### config.mk
export PLATFORM = sky130hd
export DESIGN_NAME = pld_lock_detector
export DESIGN_NICKNAME = d
export VERILOG_FILES = /design/src/rtl/pld_edge_sync.v /design/src/rtl/pld_lock_detector.v
export VERILOG_INCLUDE_DIRS = /design/src /design/src/rtl
export SDC_FILE = /design/constraint.sdc
export NUM_CORES = 1
export LEC_CHECK = 0
export ABC_AREA = 1
export BUFFER_PORTS_ARGS = -buffer_cell sky130_fd_sc_hd__buf_4
export CAP_MARGIN = 20
export CELL_PAD_IN_SITES_DETAIL_PLACEMENT = 0
export CELL_PAD_IN_SITES_GLOBAL_PLACEMENT = 1
export CORE_ASPECT_RATIO = 0.7
export CORE_UTILIZATION = 44
export DETAILED_ROUTE_END_ITERATION = 6
export PLACE_DENSITY = 0.95
export RECOVER_POWER = 100
export SLEW_MARGIN = 20
export SYNTH_ARGS = -nofsm -noshare
export SYNTH_HDL_FRONTEND = slang
export SYNTH_HIERARCHICAL = 1
export SYNTH_SLANG_ARGS = --single-unit
export TNS_END_PERCENT = 100
### constraint.sdc
create_clock -name CLK_IN -period 8.2 [get_ports CLK_IN]
set_clock_uncertainty 0.05 [all_clocks]
set_input_delay 1.64 -clock CLK_IN [delete_from_list [all_inputs] [get_ports CLK_IN]]
set_output_delay 1.64 -clock CLK_IN [all_outputs]
set_load 0.02 [all_outputs]
### src/rtl/pld_defs.vh
`ifndef PLD_DEFS_VH
`define PLD_DEFS_VH

// ****************************************************************
// Register map
// ****************************************************************
`define PLD_ADDR_LOCK_CTRL   6'h07
`define PLD_ADDR_STATUS      6'h12
`define PLD_CTRL_RESET       24'h00_014d

// ****************************************************************
// Field positions
// ****************************************************************
`define PLD_RUN_CODE_MSB     2
`define PLD_RUN_CODE_LSB     0
`define PLD_ENABLE_BIT       3
`define PLD_WIN_TYPE_BIT     6
`define PLD_WIN_DIV_MSB      9
`define PLD_WIN_DIV_LSB      7
`define PLD_SPEED_MSB        11
`define PLD_SPEED_LSB        10
`define PLD_STATUS_LOCK_BIT  1

// ****************************************************************
// Run lengths for each run code
// ****************************************************************
`define PLD_RUN_0            17'h0_0005
`define PLD_RUN_1            17'h0_0020
`define PLD_RUN_2            17'h0_0060
`define PLD_RUN_3            17'h0_0100
`define PLD_RUN_4            17'h0_0200
`define PLD_RUN_5            17'h0_0800
`define PLD_RUN_6            17'h0_2000
`define PLD_RUN_7            17'h0_ffff

// ****************************************************************
// Timing
// ****************************************************************
`define PLD_CLK_PERIOD_NS    8
`define PLD_ANALOG_WIN_NS    10
`define PLD_ANALOG_WIN_CYC   ((`PLD_ANALOG_WIN_NS) / (`PLD_CLK_PERIOD_NS))

`endif

### src/rtl/pld_edge_sync.v
`timescale 1ns/1ns
`default_nettype none

// ****************************************************************
// Three-stage synchroniser with rising-edge pulse
// ****************************************************************
module pld_edge_sync (
    // Clock and reset
    input  wire CLK_IN,
    input  wire RESET_IN,
    // Asynchronous edge source
    input  wire ASYNC_IN,
    // One-cycle pulse on a settled rising edge
    output wire RISE_OUT
);

    reg [2:0] sync_reg;
    reg       stable_reg;

    // The value only counts once stages two and three agree; stage one
    // feeds nothing but stage two so metastability cannot leak.
    always @(posedge CLK_IN) begin
        if (RESET_IN) begin
            sync_reg   <= 3'h0;
            stable_reg <= 1'b0;
        end else begin
            sync_reg <= {sync_reg[1:0], ASYNC_IN};
            if (sync_reg[1] == sync_reg[2]) begin
                stable_reg <= sync_reg[2];
            end
        end
    end

    assign RISE_OUT = (sync_reg[1] == sync_reg[2]) && sync_reg[2] && !stable_reg;

endmodule

`default_nettype wire

### src/rtl/pld_lock_detector.v
`include "pld_defs.vh"
`timescale 1ns/1ns
`default_nettype none

module pld_lock_detector (
    // Clock and reset
    input  wire        CLK_IN,
    input  wire        RESET_IN,
    // Phase comparator edges from pins
    input  wire        REF_EDGE_IN,
    input  wire        DIV_OSC_EDGE_IN,
    // Register access from the serial port
    input  wire        REG_WR_IN,
    input  wire [5:0]  REG_ADDR_IN,
    input  wire [23:0] REG_WDATA_IN,
    output reg  [23:0] REG_RDATA_OUT,
    // Shared pin control from the serial port
    input  wire [4:0]  OUTPUT_SELECT_IN,
    input  wire        PIN_SHARE_IN,
    input  wire        SERIAL_READ_ACTIVE_IN,
    input  wire        SERIAL_READ_DATA_IN,
    // Lock indication
    output reg         LOCK_INDICATION_OUT,
    output reg         LOCK_OR_SERIAL_OUT_PIN_OUT
);

    // ****************************************************************
    // Measurement states
    // ****************************************************************
    localparam ST_IDLE     = 2'b00;
    localparam ST_WAIT_OSC = 2'b01;
    localparam ST_WAIT_REF = 2'b10;
    localparam ST_WAIT_END = 2'b11;

    reg  [23:0] ctrl_reg;
    reg  [1:0]  state_reg;
    reg  [12:0] gap_reg;
    reg  [16:0] run_reg;
    reg         lock_reg;
    wire        ref_rise;
    wire        osc_rise;

    // Run length decode for the run code.
    function [16:0] run_target;
        input [2:0] code;
        begin
            case (code)
                3'h0: run_target = `PLD_RUN_0;
                3'h1: run_target = `PLD_RUN_1;
                3'h2: run_target = `PLD_RUN_2;
                3'h3: run_target = `PLD_RUN_3;
                3'h4: run_target = `PLD_RUN_4;
                3'h5: run_target = `PLD_RUN_5;
                3'h6: run_target = `PLD_RUN_6;
                default: run_target = `PLD_RUN_7;
            endcase
        end
    endfunction

    // Window length in half system clock cycles. The internal timer tick
    // is modelled as speed+1 system clocks, so slower codes stretch it.
    function [12:0] win_halves;
        input [1:0] speed;
        input [2:0] div;
        begin
            win_halves = ({11'h000, speed} + 13'h0001) << div;
        end
    endfunction

    // ****************************************************************
    // Edge synchronisers
    // ****************************************************************
    pld_edge_sync u_ref_sync (
        .CLK_IN   (CLK_IN),
        .RESET_IN (RESET_IN),
        .ASYNC_IN (REF_EDGE_IN),
        .RISE_OUT (ref_rise)
    );

    pld_edge_sync u_osc_sync (
        .CLK_IN   (CLK_IN),
        .RESET_IN (RESET_IN),
        .ASYNC_IN (DIV_OSC_EDGE_IN),
        .RISE_OUT (osc_rise)
    );

    // ****************************************************************
    // Window selection
    // ****************************************************************
    wire        enable   = ctrl_reg[`PLD_ENABLE_BIT];
    wire [1:0]  speed    = ctrl_reg[`PLD_SPEED_MSB:`PLD_SPEED_LSB];
    wire [2:0]  win_div  = ctrl_reg[`PLD_WIN_DIV_MSB:`PLD_WIN_DIV_LSB];
    // The analog window is reckoned as whole system clocks, held as halves.
    localparam [31:0] ANALOG_HALVES = `PLD_ANALOG_WIN_CYC * 2;
    wire [12:0] analog_h = ANALOG_HALVES[12:0];
    wire [12:0] digit_h  = win_halves(speed, win_div);
    reg  [12:0] limit_h;

    always @* begin
        if (ctrl_reg[`PLD_WIN_TYPE_BIT]) begin
            limit_h = digit_h;
        end else begin
            limit_h = analog_h;
        end
    end

    // The counter is cleared on the lead edge's cycle, so the gap seen now is
    // the count plus one; a gap is in window while twice it stays below it.
    wire        next_out = ({gap_reg + 13'h0001, 1'b0}) >= {1'b0, limit_h};
    wire        in_win   = !next_out;
    wire        both     = ref_rise && osc_rise;

    // ****************************************************************
    // Comparison and run counting
    // ****************************************************************
    reg         cmp_done;
    reg         cmp_pass;

    always @* begin
        cmp_done = 1'b0;
        cmp_pass = 1'b0;
        case (state_reg)
            ST_IDLE: begin
                if (both) begin
                    cmp_done = 1'b1;
                    cmp_pass = 1'b1;
                end
            end
            ST_WAIT_OSC: begin
                if (osc_rise) begin
                    cmp_done = 1'b1;
                    cmp_pass = in_win;
                end else if (next_out) begin
                    cmp_done = 1'b1;
                end
            end
            ST_WAIT_REF: begin
                if (ref_rise) begin
                    cmp_done = 1'b1;
                    cmp_pass = in_win;
                end else if (next_out) begin
                    cmp_done = 1'b1;
                end
            end
            default: begin
                cmp_done = 1'b0;
            end
        endcase
    end

    // Whichever edge leads opens the measurement; a gap that outgrows the
    // window fails early and then waits for the late edge so it is not
    // mistaken for the lead of the next comparison.
    always @(posedge CLK_IN) begin
        if (RESET_IN || !enable) begin
            state_reg <= ST_IDLE;
            gap_reg   <= 13'h0000;
        end else begin
            case (state_reg)
                ST_IDLE: begin
                    gap_reg <= 13'h0000;
                    if (!both && ref_rise) begin
                        state_reg <= ST_WAIT_OSC;
                    end else if (!both && osc_rise) begin
                        state_reg <= ST_WAIT_REF;
                    end
                end
                ST_WAIT_OSC: begin
                    gap_reg <= gap_reg + 13'h0001;
                    if (osc_rise) begin
                        state_reg <= ST_IDLE;
                    end else if (next_out) begin
                        state_reg <= ST_WAIT_END;
                    end
                end
                ST_WAIT_REF: begin
                    gap_reg <= gap_reg + 13'h0001;
                    if (ref_rise) begin
                        state_reg <= ST_IDLE;
                    end else if (next_out) begin
                        state_reg <= ST_WAIT_END;
                    end
                end
                default: begin
                    if (ref_rise || osc_rise) begin
                        state_reg <= ST_IDLE;
                    end
                end
            endcase
        end
    end

    always @(posedge CLK_IN) begin
        if (RESET_IN || !enable) begin
            run_reg  <= 17'h0_0000;
            lock_reg <= 1'b0;
        end else if (cmp_done && !cmp_pass) begin
            run_reg  <= 17'h0_0000;
            lock_reg <= 1'b0;
        end else if (cmp_done) begin
            if (run_reg + 17'h0_0001 >= run_target(ctrl_reg[`PLD_RUN_CODE_MSB:`PLD_RUN_CODE_LSB])) begin
                lock_reg <= 1'b1;
            end else begin
                run_reg <= run_reg + 17'h0_0001;
            end
        end
    end

    // ****************************************************************
    // Registers and outputs
    // ****************************************************************
    // Control register write; the status register is read-only.
    always @(posedge CLK_IN) begin
        if (RESET_IN) begin
            ctrl_reg <= `PLD_CTRL_RESET;
        end else if (REG_WR_IN && REG_ADDR_IN == `PLD_ADDR_LOCK_CTRL) begin
            ctrl_reg <= REG_WDATA_IN;
        end
    end

    always @(posedge CLK_IN) begin
        if (RESET_IN) begin
            REG_RDATA_OUT              <= 24'h00_0000;
            LOCK_INDICATION_OUT        <= 1'b0;
            LOCK_OR_SERIAL_OUT_PIN_OUT <= 1'b0;
        end else begin
            LOCK_INDICATION_OUT <= lock_reg;
            if (REG_ADDR_IN == `PLD_ADDR_LOCK_CTRL) begin
                REG_RDATA_OUT <= ctrl_reg;
            end else if (REG_ADDR_IN == `PLD_ADDR_STATUS) begin
                REG_RDATA_OUT <= {22'h00_0000, lock_reg, 1'b0};
            end else begin
                REG_RDATA_OUT <= 24'h00_0000;
            end
            if (SERIAL_READ_ACTIVE_IN) begin
                LOCK_OR_SERIAL_OUT_PIN_OUT <= SERIAL_READ_DATA_IN;
            end else if (OUTPUT_SELECT_IN == 5'h01 || !PIN_SHARE_IN) begin
                LOCK_OR_SERIAL_OUT_PIN_OUT <= lock_reg;
            end else begin
                LOCK_OR_SERIAL_OUT_PIN_OUT <= 1'b0;
            end
        end
    end

endmodule

`default_nettype wire

# Word-level counts from Yosys, hierarchy flattened
# Cells that the tools add are included.
# W data, S select, Z words.
[word_totals]
inputBits = 43
ff_bits = 91
wordCells = 86
[op_classes]
n_mux = 25
shifts = 1
eq_ne = 14
reduce_logical = 28
magnitude_cmp = 2
bitwise = 1
addsub = 3
[ops]
columns = ["op", "n"]
rows = [
  ["$pmux W16 S7", 1],
  ["$mux W17", 3],
  ["$pmux W13 S2", 1],
  ["$mux W24", 1],
  ["$add A17 B1 Y17 const B", 1],
  ["$ge A17 B17 Y1", 1],
  ["$ge A14 B13 Y1", 1],
  ["$mux W2", 7],
  ["$add A13 B1 Y13 const B", 1],
  ["$mux W13", 1],
  ["$shl A3 B3 Y13", 1],
  ["$eq A3 B3 Y1 const B", 3],
  ["$logic_and A1 B1 Y1", 9],
  ["$mux W1", 8],
  ["$logic_not A1 Y1", 7],
  ["$eq A3 B2 Y1 const B", 2],
  ["$eq A6 B3 Y1 const B", 1],
  ["$eq A6 B5 Y1 const B", 1],
  ["$pmux W1 S3", 2],
  ["$pmux W2 S3", 1],
  ["$reduce_and A2 Y1", 3],
  ["$eq A5 B1 Y1 const B", 1],
  ["$reduce_bool A4 Y1", 1],
  ["$reduce_or A2 Y1", 2],
  ["other kinds (11)", 14],
]

# Longest topological paths before layout
[depth]
ltp_word = 14
ltp_mapped = 23
mapped_depth_nobuf = 22

# Modules after synthesis
# The synthesis kept the hierarchy.
[modules_own_cells]
columns = ["module", "seq_area_each_um2", "area_per_inst_um2", "cells_per_inst", "instances"]
rows = [
  ["pld_lock_detector", 1661.6, 4408.0, 621, 1],
  ["pld_edge_sync", 80.1, 147.6, 19, 2],
]

# Least setup slack after synthesis
# Ideal clock, no wire load.
[synth_timing]
kind = "reg2reg"
start = "reg run_reg[0]"
end = "reg run_reg[13]"
period_less_slack_ns = 2.921
path_stages_with_launch = 22
setup_time_ns = 0.113
t_arrival_ns = 2.759
required_time_ns = 8.037
n_path_buf = 1
setup_slack_ns = 5.279
path_cell_list = "dfxtp_1 ha_1 nand2_1 nor2_2 nand3_1 inv_2 nand3_2 nor2_1 nand3_1 nor2_1 xor2_1 inv_1 ha_1 nand2_1 nor2_1 a41oi_1 nand2_1 nor2_2 nand3_4 buf_6 nor2_1 nor2_1"
[synth_between]
elab_chain_len = 4
[synth_rtl]
columns = ["element", "line", "text"]
rows = [
  ["start, declared", "pld_lock_detector.v:38", "reg [16:0] run_reg;"],
  ["start signal, assigned", "pld_lock_detector.v:204", "run_reg <= run_reg + 17'h0_0001;"],
  ["$add A17 B1 Y17 *", "pld_lock_detector.v:201, pld_lock_detector.v:204", ""],
  ["$ge A17 B17 Y1", "pld_lock_detector.v:201", "if (run_reg + 17'h0_0001 >= run_target(ctrl_reg[`PLD_RUN_CODE_MSB:`PLD_RUN_CODE_LSB])) begin"],
  ["$not A1 Y1 (no source line)", "-", ""],
  ["$reduce_and A2 Y1 (no source line)", "-", ""],
]
# Every way passes the cells marked *; elsewhere a longest branch is shown, timed or not.
# A chain may end at the register's enable or synchronous reset.

# Worst setup path after layout
[layout_timing]
start = "reg run_reg[0]"
end = "reg run_reg[1]"
# Same word-level chain as after synthesis.

==> reports/results.tsv <==
metric	value	unit
postSynth.asyncResetShare	0	%
tightest_slew	1.43	ns
post_synth_num_cell_types	37	
cts-resized-gates	0	
grt_setup_unrepaired	false	
dr_iter_0_viols	190	
detailedRoute.firstPassIterationCount	7	
post_synth_inst_count	659	
synth_top_area_share	38.7	%
worst_skew_pair.late_latency	0.35	ns
p_leak	2.58	nW
cts_max_path_buffers	2	
failed_checks	design-rule violations	
die_outline_area	11100	um2
post_drt_wl_per_cell	12.2	um
ff_latch_area	1820	um2
setup.worst_path.end_class	flop	
worst_r2r_endpoint	run_reg[1]	
remaining_drc_errors	1	
postCtsSetupRepairBufs	0	
die_y	88.5	um
worst-r2r-setup-slack	3.70	ns
globalplace.congestion	0.831	
timing.final.hold_violations	0	
max_cap_viol_count	0	
io_buffer_count	68	
outcome	complete, but fails checks	
clock_sinks	91	
antenna_found_initial	0	
finalWirelength	10500	um
worst_ir_drop_vdd	0.117	mV
worst_ep_arrival_time	4.68	ns
synth-warning-count	6	
place.detailed.hpwl	7850	um
worst_hold_path.num_cells	2	
cts-root-buf	clkbuf_16	
cts_tree	yes	
htree_levels	3	
ys_top_cells_by_area	dfxtp_1, nand2_1, ha_1	
post-route-min-period	4.50	ns
hold_path_startpoint	u_ref_sync/sync_reg[0]	
slew_violations	0	
hold_path_endpoint	u_ref_sync/sync_reg[1]	
area_growth_syn_to_layout	16.1	%
synth_enable_flop_cells	0	
layout-drive-gt1-share	10.3	%
worst_slack_setup_final	3.70	ns
p_per_cell_area	165	nW/um2
fin_setup_tns	0	ns
worstPathMaxFanout	31	
grt_pass1_vias	3889	
die_width	126	um
final_cell_mix	nand2_1, inv_1, nor2_1, dfxtp_1, a21oi_1	
via_per_inst	4.82	
core_area	10400	um2
p_total	0.903	mW
rows	31	
netlist_area	4700	um2
register_area_share_after_synthesis	38.7	%
max-slew-margin-rel	4.35	%
wire_length_of_the_first_global_routing_pass	17800	um
worst_setup_hold_path_clk_slew	0.07	ns
worstRegToRegCells	17	
ys.flop_type	dfxtp_1	
final_net_count	800	
final_antenna_net_count	0	
synthDominantAreaCellType	dfxtp_1	
vias	4145	
timing.final.setup_violations	0	
initial_core_util	45.4	%
ios	69	
layout_worst_path_cycle_share	54.9	%
reg2reg_from	run_reg[0]	
critical_path_required	8.38	ns
grt_start_max_net_pins	40	
grt_usage	20.2	%
cts.hold.buffers_added	0	
dpl_worst_slack	4.48	ns
cts_buf_count	9	
most_frequent_standard_cell_in_the_layout_excluding_fill_and_tap_cells	nand2_1	
multiInputGateArea	2360	um2
setup.worst_path.start_class	flop	
avgSynthCellArea	7.14	um2
nFillCells	1006	
fmax	222	MHz
ys_ff_latch	91	
insertedDiodeCount	0	
hold_path_class	reg2reg	
overflow	0	
worstSetupPathType	reg2reg	
syn_nets	736	
## worst max path at each step
stage,start,endpoint,slack (ns),depth (start not counted)
2_1_floorplan,run_reg[0],run_reg[13],5.28,21
3_3_place_gp,RESET_IN,REG_RDATA_OUT[1],4.54,4
3_5_place_dp,RESET_IN,REG_RDATA_OUT[1],4.48,4
4_1_cts,run_reg[0],run_reg[1],4.71,17
5_1_grt,run_reg[0],run_reg[1],3.18,17
6_report,run_reg[0],run_reg[1],3.70,17
## layout make-up
| type | count | share of cell area, % |
|---|---|---|
| Clock inverter | 7 | 1.47 |
| Multi-Input combinational cell | 447 | 43.3 |
| Timing Repair Buffer | 69 | 7.49 |
| Sequential cell | 91 | 33.4 |
| Tap cell | 132 | 3.02 |
| Inverter | 105 | 7.24 |
| Clock buffer | 9 | 4.12 |
## worst max-delay path, stage by stage (launching register included)
cell and delay (ns):
dfxtp_1 0.39, inv_1 0.08, nor3_1 0.45, nand4_1 0.20
or2_0 0.29, nor2_1 0.31, nand3_1 0.17, xor2_1 0.17
inv_1 0.08, ha_1 0.32, nand2_1 0.06, nor2_1 0.04
a41oi_1 0.20, nand2_1 0.07, nor2_1 0.22, nand3_1 0.84
nor2_1 0.36, nor2_1 0.09
## synth_stat cells, types with 2 or more instances
master    count
o21ai_0      30
o211ai_1      5
a211oi_1      2
clkinv_1      2
dfxtp_1      91
ha_1         34
nand2_2       4
clkbuf_1     11
xnor2_1       3
inv_1       100
nor2_4        2
a21oi_2       2
nor2_2        6
nor2_1       94
nand4_1       9
a21oi_1      45
xor2_1       17
nand3_1      18
buf_6         4
a22oi_1       2
nand3_2       4
inv_2         2
nand2_1     151
nor3_1        8
## cells by family after synthesis
family / count (synthesis) / share of synthesized area (%)
adder cells (fa/ha/maj): 34 / 9.05
flip-flops: 91 / 38.7
XOR/XNOR: 20 / 3.72
AO/OA/AOI/OAI: 90 / 10.4
buffers and inverters: 121 / 10.3
AND/OR/NAND/NOR: 303 / 27.8
## power breakdown
group / total, mW / switching [mW] / internal [mW]
Combinational: 0.0406 / 0.0216 / 0.0190
Sequential: 0.446 / 0.00165 / 0.445
Clock: 0.416 / 0.199 / 0.217
Total: 0.903 / 0.222 / 0.680
## per-layer routing
metal  vias to the layer above  global-route usage, %  routed length, um
met5                         -                      0                  0
li1                       2192                      -                  -
met3                        10                   5.50                574
met2                        86                   32.7               4650
met1                      1857                   26.7               5220
met4                         0                   5.21                 78
## stage by stage
step	utilization [%]	instances	instance area, um2	hold WS [ns]
finish	52.7	860	5460	0.359
global route	52.7	860	5460	0.373
CTS	54.1	860	5600	0.364
detailed placement	51.1	844	5300	0.352
global placement	51.1	844	5300	0.340
floorplan	-	659	4700	0.338
Note: power is estimated with default switching activity, not from simulation.
